## src/hdl/pti_pkg.sv

```systemverilog
// Summary of operation
// RULE1 - Writing 1 to the soft reinit command restores defaults and reloads OTP settings.
// RULE2 - The soft reinit command bit clears itself once the reset action is taken.
// RULE3 - Load current result flag (bit 7) sets on a new measurement and holds until written 1.
// RULE4 - Monitor summary flag (bit 6) reads 1 while the monitor event register is non-zero.
// RULE5 - Boost summary flag (bit 5) reads 1 while the boost event register is non-zero.
// RULE6 - Step-down summary flag (bit 4) reads 1 while the step-down event register is non-zero.
// RULE7 - External clock change flag (bit 3) latches on any validity change, cleared by writing 1.
// RULE8 - Over-temperature shutdown latches flag bit 2 and disables enabled converters.
// RULE9 - While the shutdown flag is set no converter may be enabled.
// RULE10 - Clearing the shutdown flag re-enables converters and clears the thermal warning status; code clears the latched warning flag (bit 1) instead.
// RULE11 - Thermal warning flag (bit 1) latches on warning level, live level shown in status, W1C.
// RULE12 - Overvoltage flag (bit 0) latches on overvoltage, live level shown in status, W1C.
// RULE13 - Soft reinit or supply undervoltage latches a reset-occurred flag, cleared by writing 1.
// RULE14 - Writing 0 leaves latched flags alone and writes to summary flags are ignored.
package pti_pkg;
  localparam logic [7:0] REG_SOFT_RESET = 8'h1F;
  localparam logic [7:0] REG_TOP_FLAGS  = 8'h20;
  localparam logic [7:0] REG_TOP_FLAGS2 = 8'h21;
  localparam logic [7:0] REG_TOP_STATUS = 8'h2F;
  localparam logic [7:0] REG_ZERO       = 8'h00;
  localparam int BIT_CMD   = 0;
  localparam int BIT_ILOAD = 7;
  localparam int BIT_MON   = 6;
  localparam int BIT_BOOST = 5;
  localparam int BIT_BUCK  = 4;
  localparam int BIT_SYNC  = 3;
  localparam int BIT_TSD   = 2;
  localparam int BIT_TWARN = 1;
  localparam int BIT_OVERVOLT = 0;
  localparam int BIT_RSTOC = 0;
  localparam logic [7:0] LATCH_MASK = 8'h8F;

  typedef struct packed {
    logic       wr;
    logic [7:0] addr;
    logic [7:0] wdata;
  } pti_wr_t;

  typedef struct packed {
    logic       ilad_done;
    logic       sync_valid;
    logic       tsd;
    logic       twarn;
    logic       overvolt;
    logic       uvlo;
  } pti_evt_t;
endpackage : pti_pkg

```

## src/hdl/pti_top.sv

```systemverilog
`timescale 1ns/1ps
module pti_top (
  input  wire logic             ref_clk,
  input  wire logic             rst,
  input  wire pti_pkg::pti_wr_t host_wr,
  input  wire logic [7:0]       rd_addr,
  input  wire pti_pkg::pti_evt_t evt_in,
  input  wire logic [7:0]       buck_event_reg,
  input  wire logic [7:0]       boost_event_reg,
  input  wire logic [7:0]       monitor_event_reg,
  input  wire logic [2:0]       conv_en_req,
  output logic [7:0]            rd_data,
  output logic [2:0]            conv_en,
  output logic                  defaults_restore,
  output logic                  otp_reload
);
  // ----------------------------------------
  // Pin synchronisers
  // ----------------------------------------
  pti_pkg::pti_evt_t evt_m_q, evt_s_q, evt_p_q;
  logic [2:0]        en_m_q, en_s_q;
  always_ff @(posedge ref_clk or posedge rst) begin
    if (rst) begin
      evt_m_q <= '0;
      evt_s_q <= '0;
      evt_p_q <= '0;
      en_m_q  <= '0;
      en_s_q  <= '0;
    end else begin
      evt_m_q <= evt_in;
      evt_s_q <= evt_m_q;
      evt_p_q <= evt_s_q;
      en_m_q  <= conv_en_req;
      en_s_q  <= en_m_q;
    end
  end

  // ----------------------------------------
  // Write decode
  // ----------------------------------------
  logic       wr_cmd, wr_top, wr_top2;
  logic [7:0] clr_top;
  logic       cmd_q;
  assign wr_cmd  = host_wr.wr && host_wr.addr == pti_pkg::REG_SOFT_RESET;
  assign wr_top  = host_wr.wr && host_wr.addr == pti_pkg::REG_TOP_FLAGS;
  assign wr_top2 = host_wr.wr && host_wr.addr == pti_pkg::REG_TOP_FLAGS2;
  assign clr_top = wr_top ? (host_wr.wdata & pti_pkg::LATCH_MASK) : pti_pkg::REG_ZERO; // RULE14

  // ----------------------------------------
  // Soft reinit command
  // ----------------------------------------
  always_ff @(posedge ref_clk or posedge rst) begin
    if (rst) begin
      cmd_q <= 1'b0;
    end else if (cmd_q) begin
      cmd_q <= 1'b0; // RULE2
    end else begin
      cmd_q <= wr_cmd && host_wr.wdata[pti_pkg::BIT_CMD]; // RULE1
    end
  end

  always_ff @(posedge ref_clk or posedge rst) begin
    if (rst) begin
      defaults_restore <= 1'b0;
      otp_reload       <= 1'b0;
    end else begin
      defaults_restore <= cmd_q; // RULE1
      otp_reload       <= cmd_q; // RULE1
    end
  end

  // ----------------------------------------
  // Latched flags
  // ----------------------------------------
  logic [7:0] lat_q, set_v;
  logic       rstoc_q, tsd_clr;
  always_comb begin
    set_v = pti_pkg::REG_ZERO;
    set_v[pti_pkg::BIT_ILOAD] = evt_s_q.ilad_done && !evt_p_q.ilad_done; // RULE3
    set_v[pti_pkg::BIT_SYNC]  = evt_s_q.sync_valid != evt_p_q.sync_valid; // RULE7
    set_v[pti_pkg::BIT_TSD]   = evt_s_q.tsd && !evt_p_q.tsd; // RULE8
    set_v[pti_pkg::BIT_TWARN] = evt_s_q.twarn && !evt_p_q.twarn; // RULE11
    set_v[pti_pkg::BIT_OVERVOLT] = evt_s_q.overvolt && !evt_p_q.overvolt; // RULE12
  end
  assign tsd_clr = clr_top[pti_pkg::BIT_TSD] && lat_q[pti_pkg::BIT_TSD];

  always_ff @(posedge ref_clk or posedge rst) begin
    if (rst) begin
      lat_q <= pti_pkg::REG_ZERO;
    end else if (cmd_q) begin
      lat_q <= pti_pkg::REG_ZERO; // RULE1
    end else begin
      lat_q <= (lat_q & ~clr_top) | set_v; // RULE3 RULE7 RULE11 RULE12 RULE14
      if (tsd_clr && !set_v[pti_pkg::BIT_TWARN]) begin
        lat_q[pti_pkg::BIT_TWARN] <= 1'b0; // RULE10
      end
    end
  end

  always_ff @(posedge ref_clk or posedge rst) begin
    if (rst) begin
      rstoc_q <= 1'b1; // RULE13
    end else if (cmd_q || evt_s_q.uvlo) begin
      rstoc_q <= 1'b1; // RULE13
    end else if (wr_top2 && host_wr.wdata[pti_pkg::BIT_RSTOC]) begin
      rstoc_q <= 1'b0; // RULE13
    end
  end

  // ----------------------------------------
  // Converter enable gating
  // ----------------------------------------
  always_ff @(posedge ref_clk or posedge rst) begin
    if (rst) begin
      conv_en <= '0;
    end else if (lat_q[pti_pkg::BIT_TSD] || set_v[pti_pkg::BIT_TSD] || cmd_q
                 || evt_s_q.uvlo) begin
      conv_en <= '0; // RULE8 RULE9 RULE13
    end else begin
      conv_en <= en_s_q; // RULE10
    end
  end

  // ----------------------------------------
  // Read mux
  // ----------------------------------------
  logic [7:0] top_v, stat_v;
  always_comb begin
    top_v = lat_q;
    top_v[pti_pkg::BIT_MON]   = |monitor_event_reg; // RULE4
    top_v[pti_pkg::BIT_BOOST] = |boost_event_reg; // RULE5
    top_v[pti_pkg::BIT_BUCK]  = |buck_event_reg; // RULE6
    stat_v = pti_pkg::REG_ZERO;
    stat_v[pti_pkg::BIT_TSD]   = evt_s_q.tsd;
    stat_v[pti_pkg::BIT_TWARN] = evt_s_q.twarn; // RULE11
    stat_v[pti_pkg::BIT_OVERVOLT] = evt_s_q.overvolt; // RULE12
  end

  always_ff @(posedge ref_clk or posedge rst) begin
    if (rst) begin
      rd_data <= pti_pkg::REG_ZERO;
    end else begin
      case (rd_addr)
        pti_pkg::REG_SOFT_RESET: rd_data <= {7'h00, cmd_q};
        pti_pkg::REG_TOP_FLAGS:  rd_data <= top_v;
        pti_pkg::REG_TOP_FLAGS2: rd_data <= {7'h00, rstoc_q};
        pti_pkg::REG_TOP_STATUS: rd_data <= stat_v;
        default:                 rd_data <= pti_pkg::REG_ZERO;
      endcase
    end
  end

  // ----------------------------------------
  // Assertions
  // ----------------------------------------
  AST_CMD_SELF_CLEAR: assert property (@(posedge ref_clk) disable iff (rst) // RULE2
    cmd_q |=> !cmd_q)
    else $error("command bit did not self clear");
  AST_CMD_RESTORE: assert property (@(posedge ref_clk) disable iff (rst) // RULE1
    cmd_q |=> defaults_restore && otp_reload && lat_q == pti_pkg::REG_ZERO)
    else $error("reinit missing");
  AST_RSTOC_SET: assert property (@(posedge ref_clk) disable iff (rst) // RULE13
    cmd_q |=> rstoc_q)
    else $error("reset flag not set");
  AST_RSTOC_UVLO: assert property (@(posedge ref_clk) disable iff (rst) // RULE13
    evt_s_q.uvlo |=> rstoc_q && conv_en == '0)
    else $error("undervoltage did not reset");

  AST_TSD_LATCH: assert property (@(posedge ref_clk) disable iff (rst) // RULE8
    (evt_s_q.tsd && !evt_p_q.tsd && !cmd_q) |=> lat_q[pti_pkg::BIT_TSD])
    else $error("shutdown not latched");
  AST_TSD_BLOCKS: assert property (@(posedge ref_clk) disable iff (rst) // RULE9
    lat_q[pti_pkg::BIT_TSD] |=> conv_en == '0)
    else $error("converter enabled in shutdown");
  AST_TSD_CLR_WARN: assert property (@(posedge ref_clk) disable iff (rst) // RULE10
    (tsd_clr && !cmd_q && !set_v[pti_pkg::BIT_TWARN] && !set_v[pti_pkg::BIT_TSD]) |=>
    !lat_q[pti_pkg::BIT_TWARN] && !lat_q[pti_pkg::BIT_TSD])
    else $error("warning kept after shutdown clear");
  AST_EN_FOLLOWS: assert property (@(posedge ref_clk) disable iff (rst) // RULE10
    (!lat_q[pti_pkg::BIT_TSD] && !set_v[pti_pkg::BIT_TSD] && !cmd_q && !evt_s_q.uvlo) |=>
    conv_en == $past(en_s_q))
    else $error("converter enable did not follow request");

  AST_SYNC_EDGE: assert property (@(posedge ref_clk) disable iff (rst) // RULE7
    ($changed(evt_s_q.sync_valid) && !cmd_q) |-> ##1 lat_q[pti_pkg::BIT_SYNC])
    else $error("sync change lost");
  AST_ILOAD_LATCH: assert property (@(posedge ref_clk) disable iff (rst) // RULE3
    (evt_s_q.ilad_done && !evt_p_q.ilad_done && !cmd_q) |=> lat_q[pti_pkg::BIT_ILOAD])
    else $error("load flag not latched");
  AST_ILOAD_HOLD: assert property (@(posedge ref_clk) disable iff (rst) // RULE3
    (lat_q[pti_pkg::BIT_ILOAD] && !clr_top[pti_pkg::BIT_ILOAD] && !cmd_q) |=> lat_q[pti_pkg::BIT_ILOAD])
    else $error("load flag dropped");
  AST_WARN_LATCH: assert property (@(posedge ref_clk) disable iff (rst) // RULE11
    (evt_s_q.twarn && !evt_p_q.twarn && !cmd_q) |=> lat_q[pti_pkg::BIT_TWARN])
    else $error("warning not latched");
  AST_OVERVOLT_LATCH: assert property (@(posedge ref_clk) disable iff (rst) // RULE12
    (evt_s_q.overvolt && !evt_p_q.overvolt && !cmd_q) |=> lat_q[pti_pkg::BIT_OVERVOLT])
    else $error("overvoltage not latched");
  AST_ZERO_KEEPS: assert property (@(posedge ref_clk) disable iff (rst) // RULE14
    (wr_top && host_wr.wdata == pti_pkg::REG_ZERO && !cmd_q) |=>
    (lat_q & $past(lat_q)) == $past(lat_q))
    else $error("zero write cleared flag");

  AST_MON_SUMMARY: assert property (@(posedge ref_clk) disable iff (rst) // RULE4
    (rd_addr == pti_pkg::REG_TOP_FLAGS) |=>
    rd_data[pti_pkg::BIT_MON] == ($past(monitor_event_reg) != pti_pkg::REG_ZERO))
    else $error("monitor summary mismatch");
  AST_BOOST_SUMMARY: assert property (@(posedge ref_clk) disable iff (rst) // RULE5
    (rd_addr == pti_pkg::REG_TOP_FLAGS) |=>
    rd_data[pti_pkg::BIT_BOOST] == ($past(boost_event_reg) != pti_pkg::REG_ZERO))
    else $error("boost summary mismatch");
  AST_BUCK_SUMMARY: assert property (@(posedge ref_clk) disable iff (rst) // RULE6
    (rd_addr == pti_pkg::REG_TOP_FLAGS) |=>
    rd_data[pti_pkg::BIT_BUCK] == ($past(buck_event_reg) != pti_pkg::REG_ZERO))
    else $error("step-down summary mismatch");

  // ----------------------------------------
  // Cover properties
  // ----------------------------------------
  COV_TSD: cover property (@(posedge ref_clk) disable iff (rst)
    lat_q[pti_pkg::BIT_TSD] ##[1:20] !lat_q[pti_pkg::BIT_TSD]);
  COV_CMD: cover property (@(posedge ref_clk) disable iff (rst) cmd_q);
  COV_SYNC: cover property (@(posedge ref_clk) disable iff (rst) set_v[pti_pkg::BIT_SYNC]);
  COV_UVLO: cover property (@(posedge ref_clk) disable iff (rst) evt_s_q.uvlo);
  COV_WARN_BY_TSD: cover property (@(posedge ref_clk) disable iff (rst)
    tsd_clr && lat_q[pti_pkg::BIT_TWARN]);
endmodule : pti_top

```

## config.mk

```make
export PLATFORM = sky130hd
export DESIGN_NAME = pti_top
export DESIGN_NICKNAME = d
export VERILOG_FILES = /design/src/hdl/pti_pkg.sv /design/src/hdl/pti_top.sv
export SDC_FILE = /design/constraint.sdc
export NUM_CORES = 1
export LEC_CHECK = 0
export CORE_MARGIN = 3
export CORE_UTILIZATION = 55
export CTS_CLUSTER_SIZE = 25
export DETAILED_ROUTE_END_ITERATION = 8
export DONT_BUFFER_PORTS = 1
export GPL_ROUTABILITY_DRIVEN = 0
export PLACE_DENSITY = 0.7
export SYNTH_ARGS = -nofsm -noshare
export SYNTH_HDL_FRONTEND = slang
export SYNTH_SLANG_ARGS = --single-unit
```

## constraint.sdc

```tcl
create_clock -name ref_clk -period 1.6 [get_ports ref_clk]
set_clock_uncertainty 0.05 [all_clocks]
set_input_delay 0.32 -clock ref_clk [delete_from_list [all_inputs] [get_ports ref_clk]]
set_output_delay 0.32 -clock ref_clk [all_outputs]
set_load 0.02 [all_outputs]
```

==> results.py <==
metrics = {
    "status": {
        "run_status": "finished clean",
    },
    "synth": {
        "synth_compound_area_share_pct": 6.441,
        "ys_ff_latch": 42,
        "synthMuxAreaShare_pct": 0.7627,
        "ys_seq_area_share_pct": 71.27,
        "synth_area_sq_mm": 0.001476,
        "synth_async_sr_flop_share_pct": 100.0,
        "synthXorXnorAreaFrac_pct": 0.5932,
        "syn_nets": 169,
        "synth_fa_ha_area_share_pct": 0,
        "synth_top_family_by_area": "simple AND/OR/NAND/NOR gates",
        "avgSynthCellArea_sq_um": 13.55,
        "ys_warn_count": 0,
        "synth-edff-count": 0,
        "syn_inst": 109,
        "post_synth_num_cell_types": 30,
        "synth-simple-area-share_pct": 18.56,
        "synth_flop_cell": "dfrtp_1",
    },
    "finish": {
        "areaGrowthSynthToFinish_pct": 15.08,
        "layout_commonest_cell": "dfrtp_1",
        "layout-drive-gt1-share_pct": 10.94,
        "final_nets": 187,
        "seq_area_sq_mm": 0.001052,
        "final_cell_mix": "41 x dfrtp_1, 10 x nor2_1, 10 x dlygate4sd3_1",
        "final_util_pct": 67.36,
        "fin_area_sq_mm": 0.001699,
        "antenna_cells": 0,
        "multi_input_area_sq_um": 389.1,
        "fill_cells": 188,
    },
    "place": {
        "place_hpwl_microns": 1844,
        "place_area_sq_mm": 0.001524,
        "dp_slack_ns": 0.02359,
        "port-buffer-count": 0,
    },
    "timing": {
        "rsz0062_at_grt": "false",
        "max_freq_mhz": 755.0,
        "maxSlewHeadroom_pct": 69.24,
        "fin_crit_sh_pct": 82.78,
        "tns_ns": 0,
        "slew_viol_final": 0,
        "finalHoldViolCount": 0,
        "hold-worst-slack_ns": 0.08329,
        "finalWorstSetupSlack_ns": 0.2755,
        "worst_pin_slew_ns": 0.4571,
        "fin_crit_ns": 1.324,
        "setup_viol": 0,
    },
    "floorplan": {
        "core_sq_mm": 0.002522,
        "die_area_sq_mm": 0.003342,
        "start_util_pct": 58.53,
        "die_h_microns": 57.81,
        "rows": 18,
        "io_pins": 73,
        "die_x_microns": 57.81,
    },
    "global_route": {
        "first_global_vias": 882,
        "grt_start_max_net_pins": 25,
        "antenna_found_initial": 0,
        "grt_pass1_wl_microns": 3698,
        "grt_overflow": 0,
        "track_usage_pct": 15.69,
    },
    "setup_path": {
        "cpMaxStageDelayCell": "or4b_2",
        "crit_chain": "or4b_2 > nor3_1",
        "endpoint_kind": "register",
        "critPathKind": "reg -> reg",
        "crit_arrival_ns": 1.54,
        "worstPathRequired_ns": 1.81,
        "cp_num_buf_inv": 0,
        "slowest_delay_ns": 0.66,
        "cp-start-kind": "register",
        "critical_path.max_fanout": 2,
        "cp_top_family": "simple AND/OR/NAND/NOR gates",
    },
    "route": {
        "first_pass_iters": 4,
        "ant_nets": 0,
        "drt_iter0_drc": 27,
        "avgViaCountPerCell": 5.620,
        "drc": 0,
        "num_vias": 888,
        "wl_per_cell_microns": 15.30,
        "drt_wl_total_microns": 2417,
    },
    "cts": {
        "cts_num_sinks": 42,
        "cts_max_level": 2,
        "cts_made_buffers": 5,
        "clk_pin_slew_worst_paths_ns": 0.11,
        "clockBufferDepth": 2,
        "cts_setup_buffers": 0,
        "cts_tree": "done",
        "cts_resized": 0,
        "clkLatencyLatePin_ns": 0.34,
        "cts_root_buf": "clkbuf_4",
    },
    "power": {
        "leakagePower_nw": 0.7530,
        "powerDensity_mw_per_mm2": 1069,
        "vdd_drop_max_mv": 0.8698,
    },
    "min_path": {
        "hp-class": "in -> reg",
    },
    "flow_run": {
        "cap_violations": 0,
    },
}
==> cells in the mapped netlist (2+ instances only) <==
cell / n / area share (%)
nand2_1: 2 / 0.51
nor2b_1: 6 / 2.5
a211oi_1: 4 / 2.0
nor4_1: 8 / 3.4
dfrtp_1: 41 / 69
a21oi_1: 3 / 1.0
and2_1: 3 / 1.3
inv_1: 6 / 1.5
nand2b_1: 2 / 0.85
nor2_1: 10 / 2.5
nand3_1: 2 / 0.68
a22oi_1: 3 / 1.5
nor3_1: 2 / 0.68
==> stage by stage <==
step	total power, W	cells
global route	0.001900	158
global placement	0.001182	140
finish	0.001816	158
floorplan	0.001169	109
detailed placement	0.001187	140
CTS	0.001846	158
==> power by group <==
group / internal, W / switching (W)
clock: 0.000331 / 0.000302
sequential: 0.00109 / 0.0000135
combinational: 0.0000397 / 0.0000379
==> final timing paths <==
check | to | depth (start not counted) | start | slack, ns
worst min-delay path | cmd_q$_DFF_PP0_ | 2 | host_wr[14] | 0.08
min in group asynchronous | evt_s_q[3]$_DFF_PP0_ | 2 | rst | 0.27
max in group asynchronous | en_m_q[1]$_DFF_PP0_ | 3 | rst | 0.67
worst min register to register | en_s_q[0]$_DFF_PP0_ | 0 | en_m_q[0]$_DFF_PP0_ | 0.31
worst max register to register | cmd_q$_DFF_PP0_ | 2 | cmd_q$_DFF_PP0_ | 0.28
worst max-delay path | cmd_q$_DFF_PP0_ | 2 | cmd_q$_DFF_PP0_ | 0.28
==> timing repair <==
action,4_1_cts,5_1_grt
hold buffers,10,0
endpoints found under the setup margin,0,0
hold endpoints to repair,26,0
==> routing by layer <==
metal / vias up / part of all wire, % / track usage [%]
met5: - / 0 / 0
met4: 0 / 1.9 / 7.285
met3: 5 / 9.0 / 7.350
met2: 39 / 53 / 26.94
met1: 422 / 36 / 16.14
li1: 422 / - / -
==> sequential cells by signal, summed over array words and instances (netlist names) <==
name        cells
cmd_q           1
evt_m_q         6
en_m_q          3
en_s_q          3
otp_reload      1
conv_en         3
lat_q           5
rd_data         8
rstoc_q         1
evt_s_q         6
evt_p_q         5
==> final cells by class <==
type,instances,area share [%]
Multi-Input combinational cell,59,22.90
Clock inverter,1,1.767
Timing Repair Buffer,13,7.217
Tap cell,30,2.209
Clock buffer,7,2.651
Inverter,6,1.325
Sequential cell,42,61.93
==> worst reg2reg max path: stages, from the launching register on <==
cell and delay [ns]:
dfrtp_1 0.39, or4b_2 0.66, nor3_1 0.15
==> logic make-up (layout without fill, tap and decap cells) <==
| kind of cell | Yosys count | after routing |
|---|---|---|
| AND/OR/NAND/NOR | 43 | 43 |
| buffers and inverters | 8 | 27 |
| flip-flops | 42 | 42 |
| AO/OA/AOI/OAI | 14 | 14 |
| XOR/XNOR | 1 | 1 |
| multiplexers | 1 | 1 |
Note: power is estimated with default switching activity, not from simulation.
